==> src/inc/parallel_port_data_pin_mux_defs.svh <==
// Offsets, field positions, reset values and widths of the data pin multiplexer
`ifndef PARALLEL_PORT_DATA_PIN_MUX_DEFS_SVH
`define PARALLEL_PORT_DATA_PIN_MUX_DEFS_SVH

`define PPD_ADDR_W          5
`define PPD_DATA_W          32
`define PPD_HALF_W          16
`define PPD_CLK_OUTS        2

`define PPD_OFS_BUS_CTRL    5'h00
`define PPD_OFS_GCTRL_A     5'h04
`define PPD_OFS_GCTRL_B     5'h08
`define PPD_OFS_GP_DIR      5'h0c
`define PPD_OFS_GP_OUT      5'h10
`define PPD_OFS_GP_IN       5'h14
`define PPD_OFS_STATUS      5'h18

`define PPD_BIT_HOLDER_UP   0
`define PPD_BIT_HOLDER_LO   1
`define PPD_BIT_CLK_FLOAT   0
`define PPD_BIT_ST_FUNC     0
`define PPD_BIT_ST_HOLD     1
`define PPD_BIT_ST_OFF      2

`define PPD_RST_BUS_CTRL    2'h3
`define PPD_RST_CLK_FLOAT   1'h0
`define PPD_RST_GP_DIR      16'h0000
`define PPD_RST_GP_OUT      16'h0000

`endif

==> src/inc/parallel_port_data_pin_mux_pkg.sv <==
// Types shared by the data pin multiplexer files
package parallel_port_data_pin_mux_pkg;

  typedef enum logic [0:0] {
    FUNC_GPIO   = 1'b0,
    FUNC_EXTMEM = 1'b1
  } pin_func_e;

  typedef struct packed {
    logic [31:0] out;
    logic [31:0] oe;
  } pin_drive_s;

  typedef struct packed {
    logic function_select_strap;
    logic hold_req_n;
    logic trst_n;
    logic emulation_pin_first;
    logic emulation_pin_second_shutdown;
  } ctrl_pins_s;

endpackage

==> src/logic/pin_sync.sv <==
// Two-stage synchroniser for pins arriving from outside the clock domain
`timescale 1ns/100ps
module pin_sync #(
  parameter int WIDTH = 1
) (
  input  wire logic             clk,
  input  wire logic             rst,
  input  wire logic [WIDTH-1:0] async_in,
  output      logic [WIDTH-1:0] sync_out
);

  logic [WIDTH-1:0] meta;

  // Only the second stage is read outside this module
  always_ff @(posedge clk) begin
    if (rst) begin
      meta     <= '0;
      sync_out <= '0;
    end else begin
      meta     <= async_in;
      sync_out <= meta;
    end
  end

endmodule // pin_sync

==> src/logic/bus_keeper.sv <==
// Bus holder for one group of data pins: remembers the last driven level
`timescale 1ns/100ps
module bus_keeper #(
  parameter int WIDTH = 16
) (
  input  wire logic             clk,
  input  wire logic             rst,
  input  wire logic             enable,
  input  wire logic [WIDTH-1:0] pad_out,
  input  wire logic [WIDTH-1:0] pad_oe,
  output      logic [WIDTH-1:0] keep_val,
  output      logic [WIDTH-1:0] keep_en
);

  genvar i;
  generate
    for (i = 0; i < WIDTH; i++) begin : g_bit
      // Track the level only while the pad is actively driven
      always_ff @(posedge clk) begin
        if (rst) begin
          keep_val[i] <= 1'b0;
        end else if (pad_oe[i]) begin
          keep_val[i] <= pad_out[i];
        end
      end
      // Weak keeper acts only when nobody drives the pad
      assign keep_en[i] = enable & ~pad_oe[i];
    end
  endgenerate

endmodule // bus_keeper

==> src/logic/parallel_port_data_pin_mux.sv <==
// Pin multiplexer and pad-state control for the 32 parallel port data pins
`timescale 1ns/100ps
`include "parallel_port_data_pin_mux_defs.svh"
module parallel_port_data_pin_mux (
  input  wire logic                        MCLK,
  input  wire logic                        SYS_RST,
  input  wire logic [`PPD_ADDR_W-1:0]      AVS_ADDRESS,
  input  wire logic                        AVS_READ,
  input  wire logic                        AVS_WRITE,
  input  wire logic [`PPD_DATA_W-1:0]      AVS_WRITEDATA,
  output      logic [`PPD_DATA_W-1:0]      AVS_READDATA,
  output      logic                        AVS_WAITREQUEST,
  input  wire logic                        FUNCTION_SELECT_STRAP,
  input  wire logic                        HOLD_REQ_N,
  input  wire logic                        TRST_N,
  input  wire logic                        EMULATION_PIN_FIRST,
  input  wire logic                        EMULATION_PIN_SECOND_SHUTDOWN,
  input  wire logic [`PPD_DATA_W-1:0]      D_IN,
  output      logic [`PPD_DATA_W-1:0]      D_OUT,
  output      logic [`PPD_DATA_W-1:0]      D_OE,
  output      logic [`PPD_DATA_W-1:0]      D_KEEP_VAL,
  output      logic [`PPD_DATA_W-1:0]      D_KEEP_EN,
  input  wire logic [`PPD_DATA_W-1:0]      EXT_MEM_IF_WDATA,
  input  wire logic                        EXT_MEM_IF_DRIVE,
  output      logic [`PPD_DATA_W-1:0]      EXT_MEM_IF_RDATA,
  output      logic [`PPD_CLK_OUTS-1:0]    EXT_MEM_CLK_OUT,
  output      logic [`PPD_CLK_OUTS-1:0]    EXT_MEM_CLK_OE,
  output      logic                        FUNC_EXT_MEM,
  output      logic                        HOLD_ACTIVE,
  output      logic                        OFF_ACTIVE
);

  parallel_port_data_pin_mux_pkg::ctrl_pins_s ctrl_raw;
  parallel_port_data_pin_mux_pkg::ctrl_pins_s ctrl_s;
  parallel_port_data_pin_mux_pkg::pin_func_e  func_sel;
  parallel_port_data_pin_mux_pkg::pin_drive_s next_drive;
  parallel_port_data_pin_mux_pkg::pin_drive_s drive;

  logic [`PPD_DATA_W-1:0]   d_in_s;
  logic                     hold_mode;
  logic                     off_mode;
  logic [1:0]               ext_bus_ctrl_reg;
  logic [`PPD_CLK_OUTS-1:0] clkout_hold_float;
  logic [`PPD_HALF_W-1:0]   gp_dir;
  logic [`PPD_HALF_W-1:0]   gp_out;
  logic [`PPD_HALF_W-1:0]   gp_in;
  logic [2:0]               status;
  logic                     ack;
  logic                     wr_fire;
  logic                     rd_load;
  logic [`PPD_DATA_W-1:0]   next_readdata;
  logic                     clk_phase;

  // Pins from the board are synchronised before any logic looks at them
  assign ctrl_raw.function_select_strap         = FUNCTION_SELECT_STRAP;
  assign ctrl_raw.hold_req_n                    = HOLD_REQ_N;
  assign ctrl_raw.trst_n                        = TRST_N;
  assign ctrl_raw.emulation_pin_first           = EMULATION_PIN_FIRST;
  assign ctrl_raw.emulation_pin_second_shutdown = EMULATION_PIN_SECOND_SHUTDOWN;

  pin_sync #(
    .WIDTH    ($bits(ctrl_raw))
  ) u_ctrl_sync (
    .clk      (MCLK),
    .rst      (1'b0),
    .async_in (ctrl_raw),
    .sync_out (ctrl_s)
  );

  pin_sync #(
    .WIDTH    (`PPD_DATA_W)
  ) u_data_sync (
    .clk      (MCLK),
    .rst      (SYS_RST),
    .async_in (D_IN),
    .sync_out (d_in_s)
  );

  // Strap is tracked through the whole reset; the last sample before release is kept.
  // The control synchroniser is not reset so the strap is valid while reset is held.
  always_ff @(posedge MCLK) begin
    if (SYS_RST) begin
      if (ctrl_s.function_select_strap) begin
        func_sel <= parallel_port_data_pin_mux_pkg::FUNC_EXTMEM;
      end else begin
        func_sel <= parallel_port_data_pin_mux_pkg::FUNC_GPIO;
      end
    end // Outside reset the selection is frozen
  end

  assign hold_mode = ~ctrl_s.hold_req_n;
  assign off_mode  = ~ctrl_s.trst_n & ctrl_s.emulation_pin_first
                   & ~ctrl_s.emulation_pin_second_shutdown;

  // Avalon slave: one wait cycle per access, then the answer
  assign AVS_WAITREQUEST = (AVS_READ | AVS_WRITE) & ~ack;
  assign wr_fire         = AVS_WRITE & ack;
  assign rd_load         = AVS_READ & ~ack;

  always_ff @(posedge MCLK) begin
    if (SYS_RST) begin
      ack <= 1'b0;
    end else begin
      ack <= (AVS_READ | AVS_WRITE) & ~ack;
    end
  end

  always_ff @(posedge MCLK) begin
    if (SYS_RST) begin
      ext_bus_ctrl_reg <= `PPD_RST_BUS_CTRL;
    end else if (wr_fire && AVS_ADDRESS == `PPD_OFS_BUS_CTRL) begin
      ext_bus_ctrl_reg <= AVS_WRITEDATA[1:0];
    end
  end

  always_ff @(posedge MCLK) begin
    if (SYS_RST) begin
      clkout_hold_float <= {`PPD_CLK_OUTS{`PPD_RST_CLK_FLOAT}};
    end else if (wr_fire && AVS_ADDRESS == `PPD_OFS_GCTRL_A) begin
      clkout_hold_float[0] <= AVS_WRITEDATA[`PPD_BIT_CLK_FLOAT];
    end else if (wr_fire && AVS_ADDRESS == `PPD_OFS_GCTRL_B) begin
      clkout_hold_float[1] <= AVS_WRITEDATA[`PPD_BIT_CLK_FLOAT];
    end
  end

  // Direction reset to all inputs; in memory mode these bits have no effect
  always_ff @(posedge MCLK) begin
    if (SYS_RST) begin
      gp_dir <= `PPD_RST_GP_DIR;
    end else if (wr_fire && AVS_ADDRESS == `PPD_OFS_GP_DIR) begin
      gp_dir <= AVS_WRITEDATA[`PPD_HALF_W-1:0];
    end
  end

  always_ff @(posedge MCLK) begin
    if (SYS_RST) begin
      gp_out <= `PPD_RST_GP_OUT;
    end else if (wr_fire && AVS_ADDRESS == `PPD_OFS_GP_OUT) begin
      gp_out <= AVS_WRITEDATA[`PPD_HALF_W-1:0];
    end
  end

  // Input view of the upper pins; reads zero in memory mode
  assign gp_in = (func_sel == parallel_port_data_pin_mux_pkg::FUNC_GPIO) ?
                 d_in_s[`PPD_DATA_W-1:`PPD_HALF_W] : '0;

  assign status = {off_mode, hold_mode, func_sel == parallel_port_data_pin_mux_pkg::FUNC_EXTMEM};

  always_comb begin
    next_readdata = '0;
    unique case (AVS_ADDRESS)
      `PPD_OFS_BUS_CTRL: next_readdata[1:0]                 = ext_bus_ctrl_reg;
      `PPD_OFS_GCTRL_A:  next_readdata[`PPD_BIT_CLK_FLOAT]  = clkout_hold_float[0];
      `PPD_OFS_GCTRL_B:  next_readdata[`PPD_BIT_CLK_FLOAT]  = clkout_hold_float[1];
      `PPD_OFS_GP_DIR:   next_readdata[`PPD_HALF_W-1:0]     = gp_dir;
      `PPD_OFS_GP_OUT:   next_readdata[`PPD_HALF_W-1:0]     = gp_out;
      `PPD_OFS_GP_IN:    next_readdata[`PPD_HALF_W-1:0]     = gp_in;
      `PPD_OFS_STATUS:   next_readdata[2:0]                 = status;
      default:           next_readdata                      = '0;
    endcase
  end

  // Read data is sampled in the wait cycle so it is stable when waitrequest drops
  always_ff @(posedge MCLK) begin
    if (SYS_RST) begin
      AVS_READDATA <= '0;
    end else if (rd_load) begin
      AVS_READDATA <= next_readdata;
    end
  end

  // Pad drive selection; float conditions override every function
  always_comb begin
    next_drive.out = '0;
    next_drive.oe  = '0;
    unique case (func_sel)
      parallel_port_data_pin_mux_pkg::FUNC_GPIO: begin
        next_drive.out[`PPD_DATA_W-1:`PPD_HALF_W] = gp_out;
        next_drive.oe[`PPD_DATA_W-1:`PPD_HALF_W]  = gp_dir;
        next_drive.out[`PPD_HALF_W-1:0]           = '0;
        next_drive.oe[`PPD_HALF_W-1:0]            = '0;
      end
      parallel_port_data_pin_mux_pkg::FUNC_EXTMEM: begin
        // The memory controller keeps its drive low after reset
        next_drive.out = EXT_MEM_IF_WDATA;
        next_drive.oe  = {`PPD_DATA_W{EXT_MEM_IF_DRIVE}};
      end
    endcase
    if (hold_mode) begin
      next_drive.oe = '0;
    end
    if (off_mode) begin
      next_drive.oe = '0;
    end
  end

  always_ff @(posedge MCLK) begin
    if (SYS_RST) begin
      drive <= '0;
    end else begin
      drive <= next_drive;
    end
  end

  assign D_OUT = drive.out;
  assign D_OE  = drive.oe;

  // All 32 pins reach the memory data path in memory mode only; it reads zero in GP mode
  always_ff @(posedge MCLK) begin
    if (SYS_RST) begin
      EXT_MEM_IF_RDATA <= '0;
    end else if (func_sel == parallel_port_data_pin_mux_pkg::FUNC_EXTMEM) begin
      EXT_MEM_IF_RDATA <= d_in_s;
    end else begin
      EXT_MEM_IF_RDATA <= '0;
    end
  end

  bus_keeper #(
    .WIDTH    (`PPD_HALF_W)
  ) u_keep_upper (
    .clk      (MCLK),
    .rst      (SYS_RST),
    .enable   (ext_bus_ctrl_reg[`PPD_BIT_HOLDER_UP]),
    .pad_out  (drive.out[`PPD_DATA_W-1:`PPD_HALF_W]),
    .pad_oe   (drive.oe[`PPD_DATA_W-1:`PPD_HALF_W]),
    .keep_val (D_KEEP_VAL[`PPD_DATA_W-1:`PPD_HALF_W]),
    .keep_en  (D_KEEP_EN[`PPD_DATA_W-1:`PPD_HALF_W])
  );

  bus_keeper #(
    .WIDTH    (`PPD_HALF_W)
  ) u_keep_lower (
    .clk      (MCLK),
    .rst      (SYS_RST),
    .enable   (ext_bus_ctrl_reg[`PPD_BIT_HOLDER_LO]),
    .pad_out  (drive.out[`PPD_HALF_W-1:0]),
    .pad_oe   (drive.oe[`PPD_HALF_W-1:0]),
    .keep_val (D_KEEP_VAL[`PPD_HALF_W-1:0]),
    .keep_en  (D_KEEP_EN[`PPD_HALF_W-1:0])
  );

  // Memory clocks run at half MCLK; they keep running in hold unless floated
  always_ff @(posedge MCLK) begin
    if (SYS_RST) begin
      clk_phase <= 1'b0;
    end else begin
      clk_phase <= ~clk_phase;
    end
  end

  genvar c;
  generate
    for (c = 0; c < `PPD_CLK_OUTS; c++) begin : g_clkout
      always_ff @(posedge MCLK) begin
        if (SYS_RST) begin
          EXT_MEM_CLK_OUT[c] <= 1'b0;
          EXT_MEM_CLK_OE[c]  <= 1'b0;
        end else begin
          EXT_MEM_CLK_OUT[c] <= clk_phase;
          EXT_MEM_CLK_OE[c]  <= ~(hold_mode & clkout_hold_float[c]);
        end
      end
    end
  endgenerate

  always_ff @(posedge MCLK) begin
    if (SYS_RST) begin
      HOLD_ACTIVE <= 1'b0;
      OFF_ACTIVE  <= 1'b0;
    end else begin
      HOLD_ACTIVE <= hold_mode;
      OFF_ACTIVE  <= off_mode;
    end
  end

  assign FUNC_EXT_MEM = (func_sel == parallel_port_data_pin_mux_pkg::FUNC_EXTMEM);

endmodule // parallel_port_data_pin_mux

==> config.mk <==
export PLATFORM = sky130hd
export DESIGN_NAME = parallel_port_data_pin_mux
export DESIGN_NICKNAME = d
export VERILOG_FILES = /design/src/inc/parallel_port_data_pin_mux_pkg.sv /design/src/logic/pin_sync.sv /design/src/logic/bus_keeper.sv /design/src/logic/parallel_port_data_pin_mux.sv
export VERILOG_INCLUDE_DIRS = /design/src /design/src/inc
export SDC_FILE = /design/constraint.sdc
export NUM_CORES = 1
export LEC_CHECK = 0
export ABC_AREA = 1
export BUFFER_PORTS_ARGS = -buffer_cell sky130_fd_sc_hd__buf_4
export CORE_ASPECT_RATIO = 1.4
export CORE_MARGIN = 2
export CORE_UTILIZATION = 49
export DETAILED_ROUTE_END_ITERATION = 12
export HOLD_SLACK_MARGIN = 0.12
export PLACE_DENSITY = 0.85
export SLEW_MARGIN = 20
export SYNTH_ARGS = -nofsm -noshare
export SYNTH_HDL_FRONTEND = slang
export SYNTH_SLANG_ARGS = --single-unit
==> constraint.sdc <==
create_clock -name MCLK -period 2.2 [get_ports MCLK]
set_input_delay 0.44 -clock MCLK [delete_from_list [all_inputs] [get_ports MCLK]]
set_output_delay 0.44 -clock MCLK [all_outputs]
set_load 0.01 [all_outputs]
==> flow_metrics.py <==
metrics = {
    "setup_path": {
        "critPathLaunchType": "flip-flop",
        "cp_cell_sequence": "inv_1 > nor2_2 > buf_4",
        "required_ps": 1760,
        "crit_slowest_cell": "nor2_2",
        "cp_top_family": "simple AND/OR/NAND/NOR gates",
        "path_class": "flip-flop to primary output",
        "cp.arrival_ps": 1630,
        "crit_buf_inv": 2,
        "max_stage_delay_ps": 520,
        "worstPathMaxFanout": 16,
        "end_kind": "primary output",
    },
    "timing": {
        "layout_min_cycle_time_ps": 2074,
        "drv_slew": 0,
        "setup_viol": 0,
        "rsz0062_at_grt": "false",
        "fmax_mhz": 482.2,
        "slew-limit-headroom_pct": 55.44,
        "finalHoldViolCount": 0,
        "final.setup.tns_ps": 0,
        "fin_crit_sh_pct": 94.26,
        "worstMarginPinSlew_ps": 667.7,
        "clock_skew_ps": 23.09,
    },
    "routing": {
        "wl_met2_um": 10940,
        "routed_via_density": 4.666,
        "highest_layer": "met4",
        "vias": 7247,
        "m1WireLength_um": 8265,
        "drtIter0Drc": 449,
        "wire_per_inst_um": 13.96,
        "ant_nets": 0,
        "wirelength_um": 21680,
        "wl_met3_um": 1588,
        "drc_errors": 0,
        "drt_pass1_iterations": 5,
    },
    "clock_tree": {
        "cts_htree_levels": 1,
        "clock-sinks": 247,
        "clk_latency_ps": 510,
        "clk_pin_slew_ps": 60,
        "cts_tree": "yes",
        "cts_root_buffer": "clkbuf_16",
        "numCtsBuffers": 23,
        "cts_buffer_depth": 3,
    },
    "pwr": {
        "p_leak_nw": 5.405,
        "pwr_density_cell_mw_per_mm2": 844.1,
        "vdd_drop_max_mv": 0.6809,
    },
    "floorplanning": {
        "dieHeight_um": 160.8,
        "fp-row-count": 57,
        "coreArea_mm2": 0.01726,
        "dieArea_mm2": 0.01866,
        "start_util_pct": 49.88,
        "ios": 311,
        "die_x_um": 116.0,
    },
    "synth": {
        "avgSynthCellArea_um2": 8.092,
        "seq_area_frac_synth_pct": 57.55,
        "syn-cell-area_mm2": 0.008610,
        "ys_ff_latch": 247,
        "yosysWarnings": 0,
        "netlist_instances": 1064,
        "synth_cell_type_count": 27,
    },
    "placed_design": {
        "io_buffers": 278,
        "globalplace.congestion": 0.9144,
        "hpwl_um": 15320,
    },
    "final_layout": {
        "drive_above_1_share_pct": 26.14,
        "utilization_pct": 66.16,
        "fillers": 1369,
        "fin_nets": 1412,
        "area_growth_pct": 32.63,
    },
    "grt": {
        "grt_start_max_net_pins": 89,
        "grt_pass1_vias": 6778,
        "grt_first_pass_wirelength_um": 33550,
        "overflow": 0,
        "grt_usage_pct": 22.35,
        "antenna_found_initial": 1,
    },
    "status": {
        "run_status": "completed",
    },
    "run": {
        "maxCapViolations": 0,
    },
    "worst_hold_path": {
        "hold_path_class": "input port to flip-flop",
    },
}
worst reg2reg max path: cells and delay by family (launching register included):
kind / cells / cell delay (ps)
DFF: 1 / 460
and+or+nand+nor: 2 / 260
buffers and inverters: 2 / 680
power by group:
group / leakage (nW) / switching [W] / internal [W]
Clock: 0.403 / 0.00164 / 0.00259
Combinational: 2.98 / 0.000394 / 0.000328
Sequential: 2.02 / 0.0000621 / 0.00462
Total: 5.41 / 0.00210 / 0.00754
final timing paths:
kind / depth (start not counted) / startpoint / slack [ps] / endpoint
setup reg to reg: 4 / FUNC_EXT_MEM / 650 / D_OUT[10]
hold / removal: 3 / D_IN[25] / 140 / u_data_sync.meta[25]
hold reg to reg: 0 / u_ctrl_sync.meta[3] / 310 / u_ctrl_sync.sync_out[3]
setup / recovery: 3 / ext_bus_ctrl_reg[1] / 130 / D_KEEP_EN[13]
cell families (layout without fill, tap and decap cells):
logic type | after synthesis | in the layout | synth area share (%)
and+or+nand+nor | 426 | 426 | 20.36
AOI/OAI and AO/OA | 141 | 141 | 8.197
other | 1 | 17 | 0.04356
DFF | 247 | 247 | 57.55
buffers and inverters | 249 | 486 | 13.85
area by class of cell:
class                           count  area, um2  area share [%]
Antenna cell                        1      2.502         0.02192
Sequential cell                   247       4955           43.39
Clock inverter                     10      156.4           1.370
Multi-Input combinational cell    583       2524           22.10
Tap cell                          236      295.3           2.586
Timing Repair Buffer              295       2242           19.64
Inverter                          151      580.6           5.084
Clock buffer                       30      663.1           5.808
cells in the mapped netlist:
cell      instances  share of area, %
a21oi_1          54               3.1
buf_1             5              0.22
buf_12            1              0.23
buf_2            14              0.81
buf_4            48               4.2
buf_6             3              0.39
buf_8             1              0.17
clkbuf_1         26               1.1
clkinv_1          2             0.087
conb_1            1             0.044
dfxtp_1         246                57
edfxtp_1          1              0.35
inv_1           145               6.3
inv_2             2             0.087
inv_6             2              0.20
nand2_1          70               3.1
nand2_2           2              0.15
nand2_4           2              0.26
nand3_1          35               2.0
nand4_1          20               1.5
nor2_1          287                13
nor2_2            3              0.22
nor2_4            2              0.26
nor3_1            4              0.23
nor3_4            1              0.19
o21ai_0          60               3.5
o21ai_1          27               1.6
per-stage QoR:
step                hold slack (ps)  setup slack (ps)  std cells  power (W)  cell area, um2
global placement              311.7             416.2       1506   0.005469           10530
detailed placement            312.1             366.8       1506   0.005491           10530
global route                  126.8             30.15       1553   0.009977           11420
CTS                           120.4             46.02       1552   0.009717           11410
finish                        135.1             126.3       1553   0.009638           11420
floorplan                     309.6             135.8       1079   0.005152            8666
timing repair:
action / 4_1_cts / 5_1_grt
hold endpoints to repair: 6 / 0
buffers inserted: 0 / 0
hold buffers: 6 / 0
endpoints found under the setup margin: 16 / 4
gates resized for setup: 1 / 1
metal layers:
metal | GRT usage, % | vias up
li1 | - | 3663
met4 | 10.93 | 0
met2 | 39.13 | 287
met5 | 0 | -
met3 | 4.453 | 57
met1 | 25.59 | 3240
placed cells by master, fill, tap and decap left out:
cell type	n
clkinv_4	1
nand3_1	35
nor2_1	286
nand2_2	3
nor2_2	4
diode_2	1
dlygate4sd3_1	6
inv_2	2
clkinv_2	4
inv_1	145
nand2_1	69
buf_4	288
clkinvlp_4	2
o21ai_1	27
nand2_4	2
nor2_4	2
inv_6	2
a21oi_1	54
nor3_1	4
clkbuf_8	4
edfxtp_1	1
bufinv_16	4
dfxtp_1	246
nand4_1	20
clkinv_1	1
o21ai_0	60
buf_12	1
conb_1	16
nor3_4	1
clkbuf_16	24
clkbuf_1	2
(Power assumes the default switching activity.)
